## config.mk

```make
export PLATFORM = sky130hd
export DESIGN_NAME = gpf_gpio_top
export DESIGN_NICKNAME = d
export VERILOG_FILES = /design/src/rtl/gpf_pkg.sv /design/src/rtl/gpf_gpio_top.sv /design/src/rtl/gpf_sync2.sv /design/src/rtl/gpf_pin_cell.sv
export SDC_FILE = /design/constraint.sdc
export NUM_CORES = 1
export LEC_CHECK = 0
export BUFFER_PORTS_ARGS = -buffer_cell sky130_fd_sc_hd__buf_2
export CAP_MARGIN = 20
export CORE_AREA = 4 4 197 199
export DETAILED_ROUTE_END_ITERATION = 8
export DIE_AREA = 0 0 201 203
export PLACE_DENSITY = 0.52
export SLEW_MARGIN = 20
export SYNTH_ARGS = -nofsm -noshare
export SYNTH_HDL_FRONTEND = slang
export SYNTH_SLANG_ARGS = --single-unit
export TNS_END_PERCENT = 20
```

## constraint.sdc

```tcl
create_clock -name clk_sys -period 1.75 [get_ports clk_sys]
set_clock_uncertainty 0.2 [all_clocks]
set_input_delay 0.525 -clock clk_sys [delete_from_list [all_inputs] [get_ports clk_sys]]
set_output_delay 0.525 -clock clk_sys [all_outputs]
set_load 0.01 [all_outputs]
```

## src/rtl/gpf_pkg.sv

```systemverilog
package gpf_pkg;

	// ------------------------------------------------------------
	// Geometry
	// ------------------------------------------------------------
	localparam int NUM_PORTS  = 3;
	localparam int PORT_WIDTH = 8;
	localparam int NUM_PINS   = NUM_PORTS * PORT_WIDTH;
	localparam int CFG_WIDTH  = 4;

	// ------------------------------------------------------------
	// Configuration codes
	// ------------------------------------------------------------
	localparam logic [3:0] CFG_ANALOG   = 4'h0;
	localparam logic [3:0] CFG_IN_FLOAT = 4'h4;
	localparam logic [3:0] CFG_IN_PULL  = 4'h8;
	localparam logic [3:0] CFG_OUT_PP   = 4'h1;
	localparam logic [3:0] CFG_OUT_OD   = 4'h5;
	localparam logic [3:0] CFG_ALT_PP   = 4'h9;
	localparam logic [3:0] CFG_ALT_OD   = 4'hD;
	localparam logic [3:0] CFG_RESET    = CFG_IN_FLOAT;

	// ------------------------------------------------------------
	// Pin indices of forced functions (port * 8 + bit)
	// ------------------------------------------------------------
	localparam int PIN_REG_EN = 7;
	localparam int PIN_BOOT   = 5;
	localparam int PIN_TRST   = 16;
	localparam int PIN_TDO    = 18;
	localparam int PIN_TDI    = 19;
	localparam int PIN_TMS    = 20;

	// ------------------------------------------------------------
	// Reset values and timing
	// ------------------------------------------------------------
	localparam logic       EXT_REG_EN_RESET = 1'b1;
	localparam logic       DEBUG_DIS_RESET  = 1'b0;
	localparam logic       BOOT_STAT_RESET  = 1'b1;
	localparam int         STARTUP_OSC_CLKS = 512;
	localparam int         STARTUP_CNT_W    = 10;

endpackage

```

## src/rtl/gpf_gpio_top.sv

```systemverilog
`timescale 1ns/1ps
`default_nettype none

module gpf_gpio_top
	import gpf_pkg::*;
#(
	parameter int STARTUP_CLKS = gpf_pkg::STARTUP_OSC_CLKS
) (
	input  wire logic                                      clk_sys,
	input  wire logic                                      reset_n,
	input  wire logic                                      osc_clk_tick,
	input  wire logic                                      strap_reset,
	input  wire logic [gpf_pkg::NUM_PINS*gpf_pkg::CFG_WIDTH-1:0] cfg_wdata,
	input  wire logic [gpf_pkg::NUM_PORTS-1:0]             cfg_we,
	input  wire logic [gpf_pkg::NUM_PINS-1:0]              out_wdata,
	input  wire logic [gpf_pkg::NUM_PORTS-1:0]             out_we,
	input  wire logic [gpf_pkg::NUM_PINS-1:0]              set_wdata,
	input  wire logic [gpf_pkg::NUM_PORTS-1:0]             set_we,
	input  wire logic [gpf_pkg::NUM_PINS-1:0]              clr_wdata,
	input  wire logic [gpf_pkg::NUM_PORTS-1:0]             clr_we,
	input  wire logic                                      dbgcfg_we,
	input  wire logic                                      ext_reg_en_wdata,
	input  wire logic                                      debug_dis_wdata,
	input  wire logic                                      dbg_pwrup_req,
	input  wire logic                                      dbg_sw_mode,
	input  wire logic                                      dbg_swdio_out,
	input  wire logic                                      dbg_swdio_oe,
	input  wire logic                                      dbg_tdo,
	input  wire logic                                      reg_en,
	input  wire logic [gpf_pkg::NUM_PINS-1:0]              alt_out,
	input  wire logic [gpf_pkg::NUM_PINS-1:0]              pad_in,
	output var  logic [gpf_pkg::NUM_PINS-1:0]              pad_out,
	output var  logic [gpf_pkg::NUM_PINS-1:0]              pad_oe,
	output var  logic [gpf_pkg::NUM_PINS-1:0]              pull_up_en,
	output var  logic [gpf_pkg::NUM_PINS-1:0]              pull_down_en,
	output var  logic [gpf_pkg::NUM_PINS*gpf_pkg::CFG_WIDTH-1:0] pin_config_regs,
	output var  logic [gpf_pkg::NUM_PINS-1:0]              port_output_reg,
	output var  logic [gpf_pkg::NUM_PINS-1:0]              port_input_reg,
	output var  logic [gpf_pkg::NUM_PINS-1:0]              periph_in,
	output var  logic                                      ext_regulator_enable_bit,
	output var  logic                                      debug_disable_bit,
	output var  logic                                      forced_debug_flag,
	output var  logic                                      boot_strap_status_bit,
	output var  logic                                      boot_monitor_sel,
	output var  logic                                      boot_done,
	output var  logic                                      debug_port_dbg_trst,
	output var  logic                                      debug_port_dbg_tdi,
	output var  logic                                      debug_port_dbg_tms,
	output var  logic                                      debug_port_swdio_in
);

	// ------------------------------------------------------------
	// Boot strap sequencer states
	// ------------------------------------------------------------
	typedef enum logic [2:0] {
		BOOT_WAIT = 3'b001,
		BOOT_SAMP = 3'b010,
		BOOT_DONE = 3'b100
	} gpf_boot_type;

	gpf_boot_type             boot_state_r;
	logic [STARTUP_CNT_W-1:0] startup_cnt_r;
	logic [NUM_PINS-1:0]      pin_sync;
	logic [2:0]               dbg_sync;
	logic                     pwrup_s;
	logic                     swmode_s;
	logic                     osc_s;
	logic                     osc_d_r;
	logic                     osc_rise;
	logic                     strap_en_r;
	logic                     debug_on;
	logic [NUM_PINS-1:0]      cell_out;
	logic [NUM_PINS-1:0]      cell_oe;
	logic [NUM_PINS-1:0]      cell_pu;
	logic [NUM_PINS-1:0]      cell_pd;
	logic [NUM_PINS-1:0]      cell_din;

	localparam logic [STARTUP_CNT_W-1:0] STARTUP_LAST =
		STARTUP_CNT_W'(STARTUP_CLKS - 1);

	// ------------------------------------------------------------
	// Input synchronisers
	// ------------------------------------------------------------
	gpf_sync2 #(.WIDTH(NUM_PINS)) u_pin_sync (
		.clk_sys  (clk_sys),
		.reset_n  (reset_n),
		.async_in (pad_in),
		.sync_out (pin_sync)
	);

	gpf_sync2 #(.WIDTH(3)) u_dbg_sync (
		.clk_sys  (clk_sys),
		.reset_n  (reset_n),
		.async_in ({dbg_pwrup_req, dbg_sw_mode, osc_clk_tick}),
		.sync_out (dbg_sync)
	);

	assign pwrup_s  = dbg_sync[2];
	assign swmode_s = dbg_sync[1];
	assign osc_s    = dbg_sync[0];
	assign osc_rise = osc_s & ~osc_d_r;

	// ------------------------------------------------------------
	// Configuration and output registers
	// ------------------------------------------------------------
	always_ff @(posedge clk_sys or negedge reset_n)
	begin
		if (!reset_n)
			pin_config_regs <= {NUM_PINS{CFG_RESET}};
		else
			for (int p = 0; p < NUM_PORTS; p++)
				if (cfg_we[p])
					pin_config_regs[p*32 +: 32] <= cfg_wdata[p*32 +: 32];
	end

	always_ff @(posedge clk_sys or negedge reset_n)
	begin
		if (!reset_n)
			port_output_reg <= '0;
		else
			for (int p = 0; p < NUM_PORTS; p++)
			begin
				if (out_we[p])
					port_output_reg[p*8 +: 8] <= out_wdata[p*8 +: 8];
				else if (set_we[p] || clr_we[p])
					port_output_reg[p*8 +: 8] <=
						(port_output_reg[p*8 +: 8] | ({8{set_we[p]}} & set_wdata[p*8 +: 8]))
						& ~({8{clr_we[p]}} & clr_wdata[p*8 +: 8]);
			end
	end

	// ------------------------------------------------------------
	// Debug configuration and status
	// ------------------------------------------------------------
	always_ff @(posedge clk_sys or negedge reset_n)
	begin
		if (!reset_n)
		begin
			ext_regulator_enable_bit <= EXT_REG_EN_RESET;
			debug_disable_bit        <= DEBUG_DIS_RESET;
		end
		else if (dbgcfg_we)
		begin
			ext_regulator_enable_bit <= ext_reg_en_wdata;
			if (!debug_dis_wdata)
				debug_disable_bit <= 1'b0;
			else if (!pwrup_s)
				debug_disable_bit <= 1'b1;
		end
		else if (forced_debug_flag)
			debug_disable_bit <= 1'b0;
	end

	// Probe active at reset release reclaims the interface
	always_ff @(posedge clk_sys or negedge reset_n)
	begin
		if (!reset_n)
			forced_debug_flag <= 1'b0;
		else if (boot_state_r == BOOT_WAIT && startup_cnt_r == '0 && osc_rise
			&& pwrup_s && debug_disable_bit)
			forced_debug_flag <= 1'b1;
	end

	assign debug_on = ~debug_disable_bit | forced_debug_flag;

	// ------------------------------------------------------------
	// Boot strap sequencer
	// ------------------------------------------------------------
	always_ff @(posedge clk_sys or negedge reset_n)
	begin
		if (!reset_n)
			osc_d_r <= 1'b0;
		else
			osc_d_r <= osc_s;
	end

	always_ff @(posedge clk_sys or negedge reset_n)
	begin
		if (!reset_n)
			strap_en_r <= 1'b0;
		else if (boot_state_r == BOOT_WAIT)
			strap_en_r <= strap_reset;
	end

	always_ff @(posedge clk_sys or negedge reset_n)
	begin
		if (!reset_n)
		begin
			boot_state_r  <= BOOT_WAIT;
			startup_cnt_r <= '0;
		end
		else
			case (boot_state_r)
				BOOT_WAIT:
					if (osc_rise)
					begin
						if (startup_cnt_r == STARTUP_LAST)
							boot_state_r <= BOOT_SAMP;
						else
							startup_cnt_r <= startup_cnt_r + 1'b1;
					end
				BOOT_SAMP: boot_state_r <= BOOT_DONE;
				BOOT_DONE: boot_state_r <= BOOT_DONE;
				default:   boot_state_r <= BOOT_WAIT;
			endcase
	end

	always_ff @(posedge clk_sys or negedge reset_n)
	begin
		if (!reset_n)
			boot_strap_status_bit <= BOOT_STAT_RESET;
		else if (boot_state_r == BOOT_SAMP && strap_en_r)
			boot_strap_status_bit <= pin_sync[PIN_BOOT];
	end

	assign boot_monitor_sel = ~boot_strap_status_bit;
	assign boot_done        = (boot_state_r == BOOT_DONE);

	// ------------------------------------------------------------
	// Per-pin mode cells
	// ------------------------------------------------------------
	for (genvar i = 0; i < NUM_PINS; i++)
	begin : g_pin
		gpf_pin_cell u_cell (
			.cfg          (pin_config_regs[i*CFG_WIDTH +: CFG_WIDTH]),
			.out_bit      (port_output_reg[i]),
			.alt_bit      (alt_out[i]),
			.pin_sync     (pin_sync[i]),
			.pad_out      (cell_out[i]),
			.pad_oe       (cell_oe[i]),
			.pull_up_en   (cell_pu[i]),
			.pull_down_en (cell_pd[i]),
			.din          (cell_din[i])
		);
	end

	// ------------------------------------------------------------
	// Forced function overrides
	// ------------------------------------------------------------
	always_comb
	begin
		pad_out      = cell_out;
		pad_oe       = cell_oe;
		pull_up_en   = cell_pu;
		pull_down_en = cell_pd;
		if (ext_regulator_enable_bit)
		begin
			pad_out[PIN_REG_EN]      = 1'b0;
			pad_oe[PIN_REG_EN]       = ~reg_en;
			pull_up_en[PIN_REG_EN]   = 1'b0;
			pull_down_en[PIN_REG_EN] = 1'b0;
		end
		if (boot_state_r != BOOT_DONE && (strap_en_r || strap_reset))
		begin
			pad_oe[PIN_BOOT]       = 1'b0;
			pull_up_en[PIN_BOOT]   = 1'b1;
			pull_down_en[PIN_BOOT] = 1'b0;
		end
		if (debug_on)
		begin
			pad_oe[PIN_TRST]       = 1'b0;
			pull_up_en[PIN_TRST]   = 1'b1;
			pull_down_en[PIN_TRST] = 1'b0;
			pad_out[PIN_TDO]       = dbg_tdo;
			pad_oe[PIN_TDO]        = 1'b1;
			pull_up_en[PIN_TDO]    = 1'b0;
			pull_down_en[PIN_TDO]  = 1'b0;
			pad_oe[PIN_TDI]        = 1'b0;
			pull_up_en[PIN_TDI]    = 1'b1;
			pull_down_en[PIN_TDI]  = 1'b0;
			pull_down_en[PIN_TMS]  = 1'b0;
			if (swmode_s)
			begin
				pad_out[PIN_TMS]    = dbg_swdio_out;
				pad_oe[PIN_TMS]     = dbg_swdio_oe;
				pull_up_en[PIN_TMS] = 1'b0;
			end
			else
			begin
				pad_oe[PIN_TMS]     = 1'b0;
				pull_up_en[PIN_TMS] = 1'b1;
			end
		end
	end

	assign periph_in           = cell_din;
	assign debug_port_dbg_trst = pin_sync[PIN_TRST];
	assign debug_port_dbg_tdi  = pin_sync[PIN_TDI];
	assign debug_port_dbg_tms  = pin_sync[PIN_TMS];
	assign debug_port_swdio_in = pin_sync[PIN_TMS];

	always_ff @(posedge clk_sys or negedge reset_n)
	begin
		if (!reset_n)
			port_input_reg <= '0;
		else
			port_input_reg <= cell_din;
	end
endmodule

`default_nettype wire

```

## src/rtl/gpf_sync2.sv

```systemverilog
`timescale 1ns/1ps
`default_nettype none

module gpf_sync2 #(
	parameter int WIDTH = 1
) (
	input  wire logic             clk_sys,
	input  wire logic             reset_n,
	input  wire logic [WIDTH-1:0] async_in,
	output var  logic [WIDTH-1:0] sync_out
);

	logic [WIDTH-1:0] meta_r;

	// ------------------------------------------------------------
	// Two-stage synchroniser
	// ------------------------------------------------------------
	always_ff @(posedge clk_sys or negedge reset_n)
	begin
		if (!reset_n)
		begin
			meta_r   <= '0;
			sync_out <= '0;
		end
		else
		begin
			meta_r   <= async_in;
			sync_out <= meta_r;
		end
	end

endmodule

`default_nettype wire

```

## src/rtl/gpf_pin_cell.sv

```systemverilog
`timescale 1ns/1ps
`default_nettype none

module gpf_pin_cell
	import gpf_pkg::*;
(
	input  wire logic [gpf_pkg::CFG_WIDTH-1:0] cfg,
	input  wire logic                          out_bit,
	input  wire logic                          alt_bit,
	input  wire logic                          pin_sync,
	output var  logic                          pad_out,
	output var  logic                          pad_oe,
	output var  logic                          pull_up_en,
	output var  logic                          pull_down_en,
	output var  logic                          din
);

	// ------------------------------------------------------------
	// Mode decode
	// ------------------------------------------------------------
	always_comb
	begin
		pad_out      = 1'b0;
		pad_oe       = 1'b0;
		pull_up_en   = 1'b0;
		pull_down_en = 1'b0;
		din          = pin_sync;
		case (cfg)
			CFG_ANALOG:   din = 1'b1;
			CFG_IN_FLOAT: ;
			CFG_IN_PULL:
			begin
				pull_up_en   = out_bit;
				pull_down_en = ~out_bit;
			end
			CFG_OUT_PP:
			begin
				pad_out = out_bit;
				pad_oe  = 1'b1;
			end
			CFG_OUT_OD:
			begin
				pad_out = 1'b0;
				pad_oe  = ~out_bit;
			end
			CFG_ALT_PP:
			begin
				pad_out = alt_bit;
				pad_oe  = 1'b1;
			end
			CFG_ALT_OD:
			begin
				pad_out = 1'b0;
				pad_oe  = ~alt_bit;
			end
			default: ;
		endcase
	end

endmodule

`default_nettype wire

```

==> results.ini, run 1 <==
[run_status]
run_status=finished, violations left
failed_checks=setup timing

[timing]
hold_viol_final=0
max_freq_mhz=410
fin_ws_ns=-0.689
finalCritPeriodShare_pct=139
grt_setup_unrepaired=true
finalSetupViolCount=261
final.setup.tns_ns=-83.80
worstMarginPinSlew_ns=0.399
drv_slew=0
period_minus_slack_ns=2.44
max_slew_margin_pct=73.0

[floorplan]
die_w_um=201
dieArea_mm2=0.0408
row_count=71
start_util_pct=26.8
coreArea_mm2=0.0372
ioPinCount=515
die-height_um=203

[synth]
synth_fp_nets=1130
ys_warn_count=0
syn_area_mm2=0.00998
synth_edf_count=0
synth.distinct_cells=42
ys_ff_latch=217
syn_avg_cell_area_um2=11.3
ys.flop_type=dfrtp_1
ys_async_sr_fraction_pct=100
synth_cells=887
ys_seq_area_share_pct=54.7

[grt]
grt_max_degree=41
antenna_found_initial=5
grt.total_usage_pct=17.2
grt_pass1_vias=9988
grt_pass1_wl_mm=56.4
grt.overflow.total=0

[routing]
drt.antenna.violating_nets=0
vias=9199
remaining_drc_errors=0
drt_iter0_drc=289
drt-total-wl_mm=37.4
dr.pass1.iters=4
viasPerCell=4.45
wire_per_inst_um=18.1

[worst_setup_path]
critPathKind=flop to output port
crit_path_end_kind=output port
path_cells=nand2b_4, buf_6, and3_4, a41o_1, buf_2
slowest_stage=dfrtp_1
start_kind=flop
path_max_fanout=4
path_buf_inv=2
cp_data_required_time_ns=1.02
critPathMaxStageDelay_ns=0.40
cp.arrival_ns=1.71
critPathTopFamily=flip-flops

[run]
cap_violations=0

[worst_hold_path]
min_path_type=input port to flop

[cts]
root_buffer=clkbuf_16
cts_buffer_depth=3
cts_buffers=27
path_clk_slew_ns=0.06
clock-sinks=217
cts_tree=built
cts-htree-levels=1
clk_latency_ns=0.52

[final_layout]
largest-register=pin_config_regs
drive_above_1_share_pct=63.4
final_net_count=1814
final_area_mm2=0.0175
fillers=3417
largest_reg_flops=96
area_growth_pct=75.1

[place]
place_area_mm2=0.0136
gp_congestion=0.950
place_ws_ns=-0.282
portBuffers=514
post-dp-hpwl_mm=28.7

[power_and_ir_drop]
ir_drop_v=0.000634
cellLeakagePower_nw=8.68
power_density_mw_per_mm2=903

cell families (layout without fill, tap and decap cells):
group / after synthesis / in the layout / synth area share [%]
other: 0 / 1 / 0
AO/OA/AOI/OAI: 149 / 149 / 9.59
AND/OR/NAND/NOR: 234 / 234 / 12.1
adder cells (fa/ha/maj): 2 / 2 / 0.251
buffers and inverters: 178 / 882 / 11.4
XOR/XNOR: 5 / 5 / 0.439
multiplexers: 102 / 102 / 11.5
flip-flops: 217 / 217 / 54.7
metrics by stage:
step | util [%] | instances | hold WS [ns] | total power, mW
final | 47.0 | 2066 | 0.0361 | 15.8
after global routing | 46.9 | 2065 | 0.00765 | 16.6
after CTS | 45.3 | 2052 | 0.000385 | 15.7
after detailed placement | 36.5 | 1902 | 0.135 | 9.05
after global placement | 36.5 | 1902 | 0.132 | 9.01
after floorplan | - | 887 | 0.0294 | 7.42
cell usage after synthesis (all sizes together) (2+ instances only):
cell      n  area (µm²)
xnor2     3        26.3
dfstp    27         709
o21ai    29         145
nor4      4        25.0
a31o      2        17.5
dfrtp   190        4750
a211oi   24         180
ha        2        25.0
nor2     39         149
nor2b    10        62.6
mux2     93        1060
buf     128         951
nand3     8        40.0
and3     23         144
a41o      2        20.0
nand2b   25         156
a21o     48         360
mux2i     9        90.1
nor3     41         210
nor3b    15         124
xor2      2        17.5
a21oi    39         195
clkbuf   21        78.8
nand2    62         233
inv      29         109
cell type report:
class,count,area (µm²),share of cell area (%)
inverters,29,109,0.623
repair buffers,804,6200,35.5
clock inverters,15,191,1.10
flip-flops and latches,217,5480,31.4
diodes,1,2.50,0.0143
multi-input cells,492,4180,23.9
clock buffers,34,722,4.13
well taps,474,593,3.39
placed cells by master, fill, tap and decap left out, drive strengths merged, types with 10 or more instances in the layout:
cell type,synthesis,routed
nor2,39,39
dfrtp,190,190
nor2b,10,10
clkbuf,21,34
nor3,41,41
nor3b,15,15
and3,23,23
dlygate4sd3,0,93
o21ai,29,29
buf,128,711
a21o,48,48
a21oi,39,39
dfstp,27,27
nand2,62,62
nand2b,25,25
a211oi,24,24
mux2,93,93
inv,29,29
worst paths after layout:
kind,slack (ns),end,cells after the start,from
min in group asynchronous,0.30,port_input_reg[3]$_DFF_PN0_,2,reset_n
max,-0.69,pad_out[20],5,forced_debug_flag$_DFFE_PN0P_
min,0.04,pin_config_regs[5]$_DFFE_PN0P_,2,cfg_wdata[5]
max reg2reg,-0.21,startup_cnt_r[7]$_DFFE_PN0P_,4,boot_state_r[0]$_DFFE_PN1P_
max in group asynchronous,0.45,pin_config_regs[66]$_DFFE_PN1P_,3,reset_n
min reg2reg,0.14,u_pin_sync.sync_out[14]$_DFF_PN0_,0,u_pin_sync.meta_r[14]$_DFF_PN0_
report_power, final:
group	internal (mW)	switching, mW	total (mW)	leakage [nW]
clock network	3.51	2.18	5.68	0.434
registers	5.53	0.473	6.00	2.52
logic	2.32	1.77	4.09	5.72
worst reg2reg max path, stage by stage (launching register included):
cell and delay, ns:
dfstp_2 0.58, nor3b_4 0.33, and3_1 0.26, and3_1 0.19, mux2_4 0.30
repair_timing:
item                                    in CTS  in global routing
hold buffers                                93                  0
endpoints found under the setup margin     279                285
endpoints found under the hold margin      114                  0
setup buffers                               18                 14
pin swaps                                   75                 33
resized for setup                          280                112
routing by layer:
layer  up-vias  share of wire [%]  GRT usage, %
li1       4319                  -             -
met1      4438                 38          19.7
met2       365                 51          30.8
met3        69                8.0          5.30
met4         8                2.8          5.41
met5         -               0.11             0
No activity file was read; power rests on OpenSTA's default activity.
==> run 2: changes to the inputs <==
--- a/config.mk
+++ b/config.mk
@@ -10,7 +10,7 @@
 export CORE_AREA = 4 4 197 199
 export DETAILED_ROUTE_END_ITERATION = 8
 export DIE_AREA = 0 0 201 203
-export PLACE_DENSITY = 0.52
+export PLACE_DENSITY = 0.5
 export SLEW_MARGIN = 20
 export SYNTH_ARGS = -nofsm -noshare
 export SYNTH_HDL_FRONTEND = slang
==> constraint.sdc (replaced) <==
create_clock -name clk_sys -period 3.1 [get_ports clk_sys]
set_clock_uncertainty 0.2 [all_clocks]
set_input_delay 0.93 -clock clk_sys [delete_from_list [all_inputs] [get_ports clk_sys]]
set_output_delay 0.93 -clock clk_sys [all_outputs]
set_load 0.01 [all_outputs]
==> run 2 against run 1 <==
The flow now finishes without violations. Clock-buffer cell count increased by 5. Sequential share of layout area increased by 9.8 points. Register-to-register slack improved by 1.4 ns. Total power decreased by 49%. Combinational power decreased by 68%. Critical path depth unchanged. Cell area decreased by 24%. First-iteration DRC count increased by 15%. Via count decreased by 12%. Critical path type unchanged.
==> results.ini, run 2 (synthesis gave the netlist of run 1 again) <==
[worst_setup_path]
critPathKind=flop to output port
cp.arrival_ns=1.84  ; +0.13 ns
slowest_stage=nor3_1
crit_path_end_kind=output port
path_max_fanout=4  ; unchanged
path_cells=nor3_1, nand2_1, nor3_1, buf_4, buf_2
cp_data_required_time_ns=1.97  ; +0.95 ns
r2r_start=boot_state_r[0]$_DFFE_PN1P_
crit_top_cell=nor3_1
critPathMaxStageDelay_ns=0.40  ; about the same
crit_start=pin_config_regs[77]$_DFFE_PN0P_
start_kind=flop

[floorplan]
die_w_um=201  ; unchanged
coreArea_mm2=0.0372  ; unchanged
die-height_um=203  ; unchanged
ioPinCount=515  ; unchanged
dieArea_mm2=0.0408  ; unchanged
start_util_pct=26.8  ; unchanged
row_count=71  ; unchanged

[timing]
period_minus_slack_ns=2.97
grt_setup_unrepaired=true
finalSetupViolCount=0  ; -100%
fin_ws_ns=0.128  ; +0.817 ns
max_freq_mhz=337
max_slew_margin_pct=49.8  ; -23 points
drv_slew=0  ; unchanged
worstMarginPinSlew_ns=0.753  ; +0.353 ns
hold_viol_final=0  ; unchanged
finalCritPeriodShare_pct=95.9

[routing]
drt.antenna.violating_nets=0  ; unchanged
vias=8064  ; -12%
wire_per_inst_um=18.2  ; +0.52%
dr.pass1.iters=4  ; unchanged
drt_iter0_drc=333  ; +15%
viasPerCell=4.49  ; +0.84%
drt-total-wl_mm=32.7  ; -13%
remaining_drc_errors=0  ; unchanged

[grt]
globalRouteMet3Util_pct=4.52  ; -0.78 points
met2_usage_pct=26.8  ; -4.0 points
grt_max_degree=83  ; +100%
grt_pass1_vias=8510  ; -15%
grt_util_met1_pct=17.7  ; -1.9 points
grt_pass1_wl_mm=50.0  ; -11%
antenna_found_initial=2  ; -3
grt.overflow.total=0  ; unchanged
grt.total_usage_pct=15.3  ; -1.9 points
grt_busiest_layer=met2

[cts]
post_cts_buffers=0  ; -18
cts-htree-levels=1  ; unchanged
cts_buffers=26  ; -3.7%
clk_latency_ns=0.52  ; about the same
root_buffer=clkbuf_16
cts_tree=built
cts_buffer_depth=3  ; unchanged
clock-sinks=217  ; unchanged
path_clk_slew_ns=0.06  ; about the same

[power_and_ir_drop]
pwr-share-seq_pct=42.5  ; +4.4 points
ir_drop_v=0.000322  ; -49%
p_int_mw=5.90  ; -48%
power_switching_mw=2.15  ; -51%
p_sw_share_pct=26.7  ; -1.3 points
pwr-share-comb_pct=16.3  ; -9.6 points
power_density_mw_per_mm2=606  ; -33%
p_clk_share_pct=41.2  ; +5.2 points
cellLeakagePower_nw=6.85  ; -21%

[place]
place_ws_ns=0.245  ; +0.527 ns
post-dp-hpwl_mm=26.1  ; -9.3%
place_area_mm2=0.0123  ; -9.4%
gp_congestion=0.936  ; -1.4%
portBuffers=514  ; unchanged

[worst_hold_path]
min_path_type=flop to flop
min_from=u_dbg_sync.meta_r[1]$_DFF_PN0_

[final_layout]
layout_common_cells=513 x buf_2, 189 x dfrtp_1, 90 x mux2_2
largest_reg_flops=96  ; unchanged
final_net_count=1544  ; -15%
area_growth_pct=33.1
drive_above_1_share_pct=53.6  ; -9.8 points
final_common_cell=buf_2
final_area_mm2=0.0133  ; -24%
fillers=3818  ; +12%
largest-register=pin_config_regs

[run]
cap_violations=0  ; unchanged

[run_status]
run_status=completed

-- run 2: worst paths after layout --
| kind | slack, ns | depth (start not counted) | endpoint |
|---|---|---|---|
| setup reg to reg | 1.18 | 4 | startup_cnt_r[7]$_DFFE_PN0P_ |
| max in group asynchronous | 1.67 | 2 | ext_regulator_enable_bit$_DFFE_PN1P_ |
| hold / removal | 0.15 | 0 | u_dbg_sync.sync_out[1]$_DFF_PN0_ |
| setup / recovery | 0.13 | 5 | pull_down_en[19] |
| hold reg to reg | 0.15 | 0 | u_dbg_sync.sync_out[1]$_DFF_PN0_ |
| min in group asynchronous | 0.20 | 1 | u_pin_sync.meta_r[10]$_DFF_PN0_ |
-- run 2: layout make-up --
| cell class | instances | area [µm²] | area share, % |
|---|---|---|---|
| flip-flops and latches | 217 | 5470 | 41.1 |
| clock inverters | 8 | 165 | 1.24 |
| diodes | 2 | 5.00 | 0.0377 |
| well taps | 474 | 593 | 4.46 |
| clock buffers | 39 | 781 | 5.88 |
| inverters | 29 | 109 | 0.819 |
| repair buffers | 535 | 2770 | 20.8 |
| multi-input cells | 492 | 3400 | 25.6 |
-- run 2: what timing repair did --
item | 4_1_cts | 5_1_grt
hold buffers | 0 | 0
resized for setup | 2 | 4
endpoints found under the hold margin | 0 | 0
endpoints found under the setup margin | 7 | 7
-- run 2: stage by stage --
step | utilization [%] | total power [mW] | hold WS (ns) | setup TNS, ns | std cells
6_report | 35.7 | 8.05 | 0.146 | 0 | 1796
2_1_floorplan | - | 4.18 | 0.131 | 0 | 887
3_5_place_dp | 33.1 | 4.79 | 0.135 | 0 | 1747
4_1_cts | 35.6 | 8.20 | 0.144 | 0 | 1794
5_1_grt | 35.7 | 8.50 | 0.154 | -0.00171 | 1796
3_3_place_gp | 33.1 | 4.78 | 0.132 | 0 | 1747
-- run 2: critical path, delay by kind of cell, from the launching register on --
kind,cells,cell delay [ns]
buf+inv,2,0.29
simple gates,3,0.64
flops,1,0.39
-- run 2: routing by layer --
layer	share of wire, %	vias to the layer above
met4	3.5	0
met5	0	-
li1	-	3789
met1	38	3846
met2	50	361
met3	8.5	68
-- run 2: power groups by stage --
stage	Sequential (mW)	Combinational (mW)	Clock [mW]
after detailed placement	3.47	1.32	0
final	3.42	1.31	3.31
after global placement	3.47	1.32	0
after global routing	3.47	1.44	3.59
after CTS	3.42	1.33	3.44
after floorplan	3.45	0.725	0
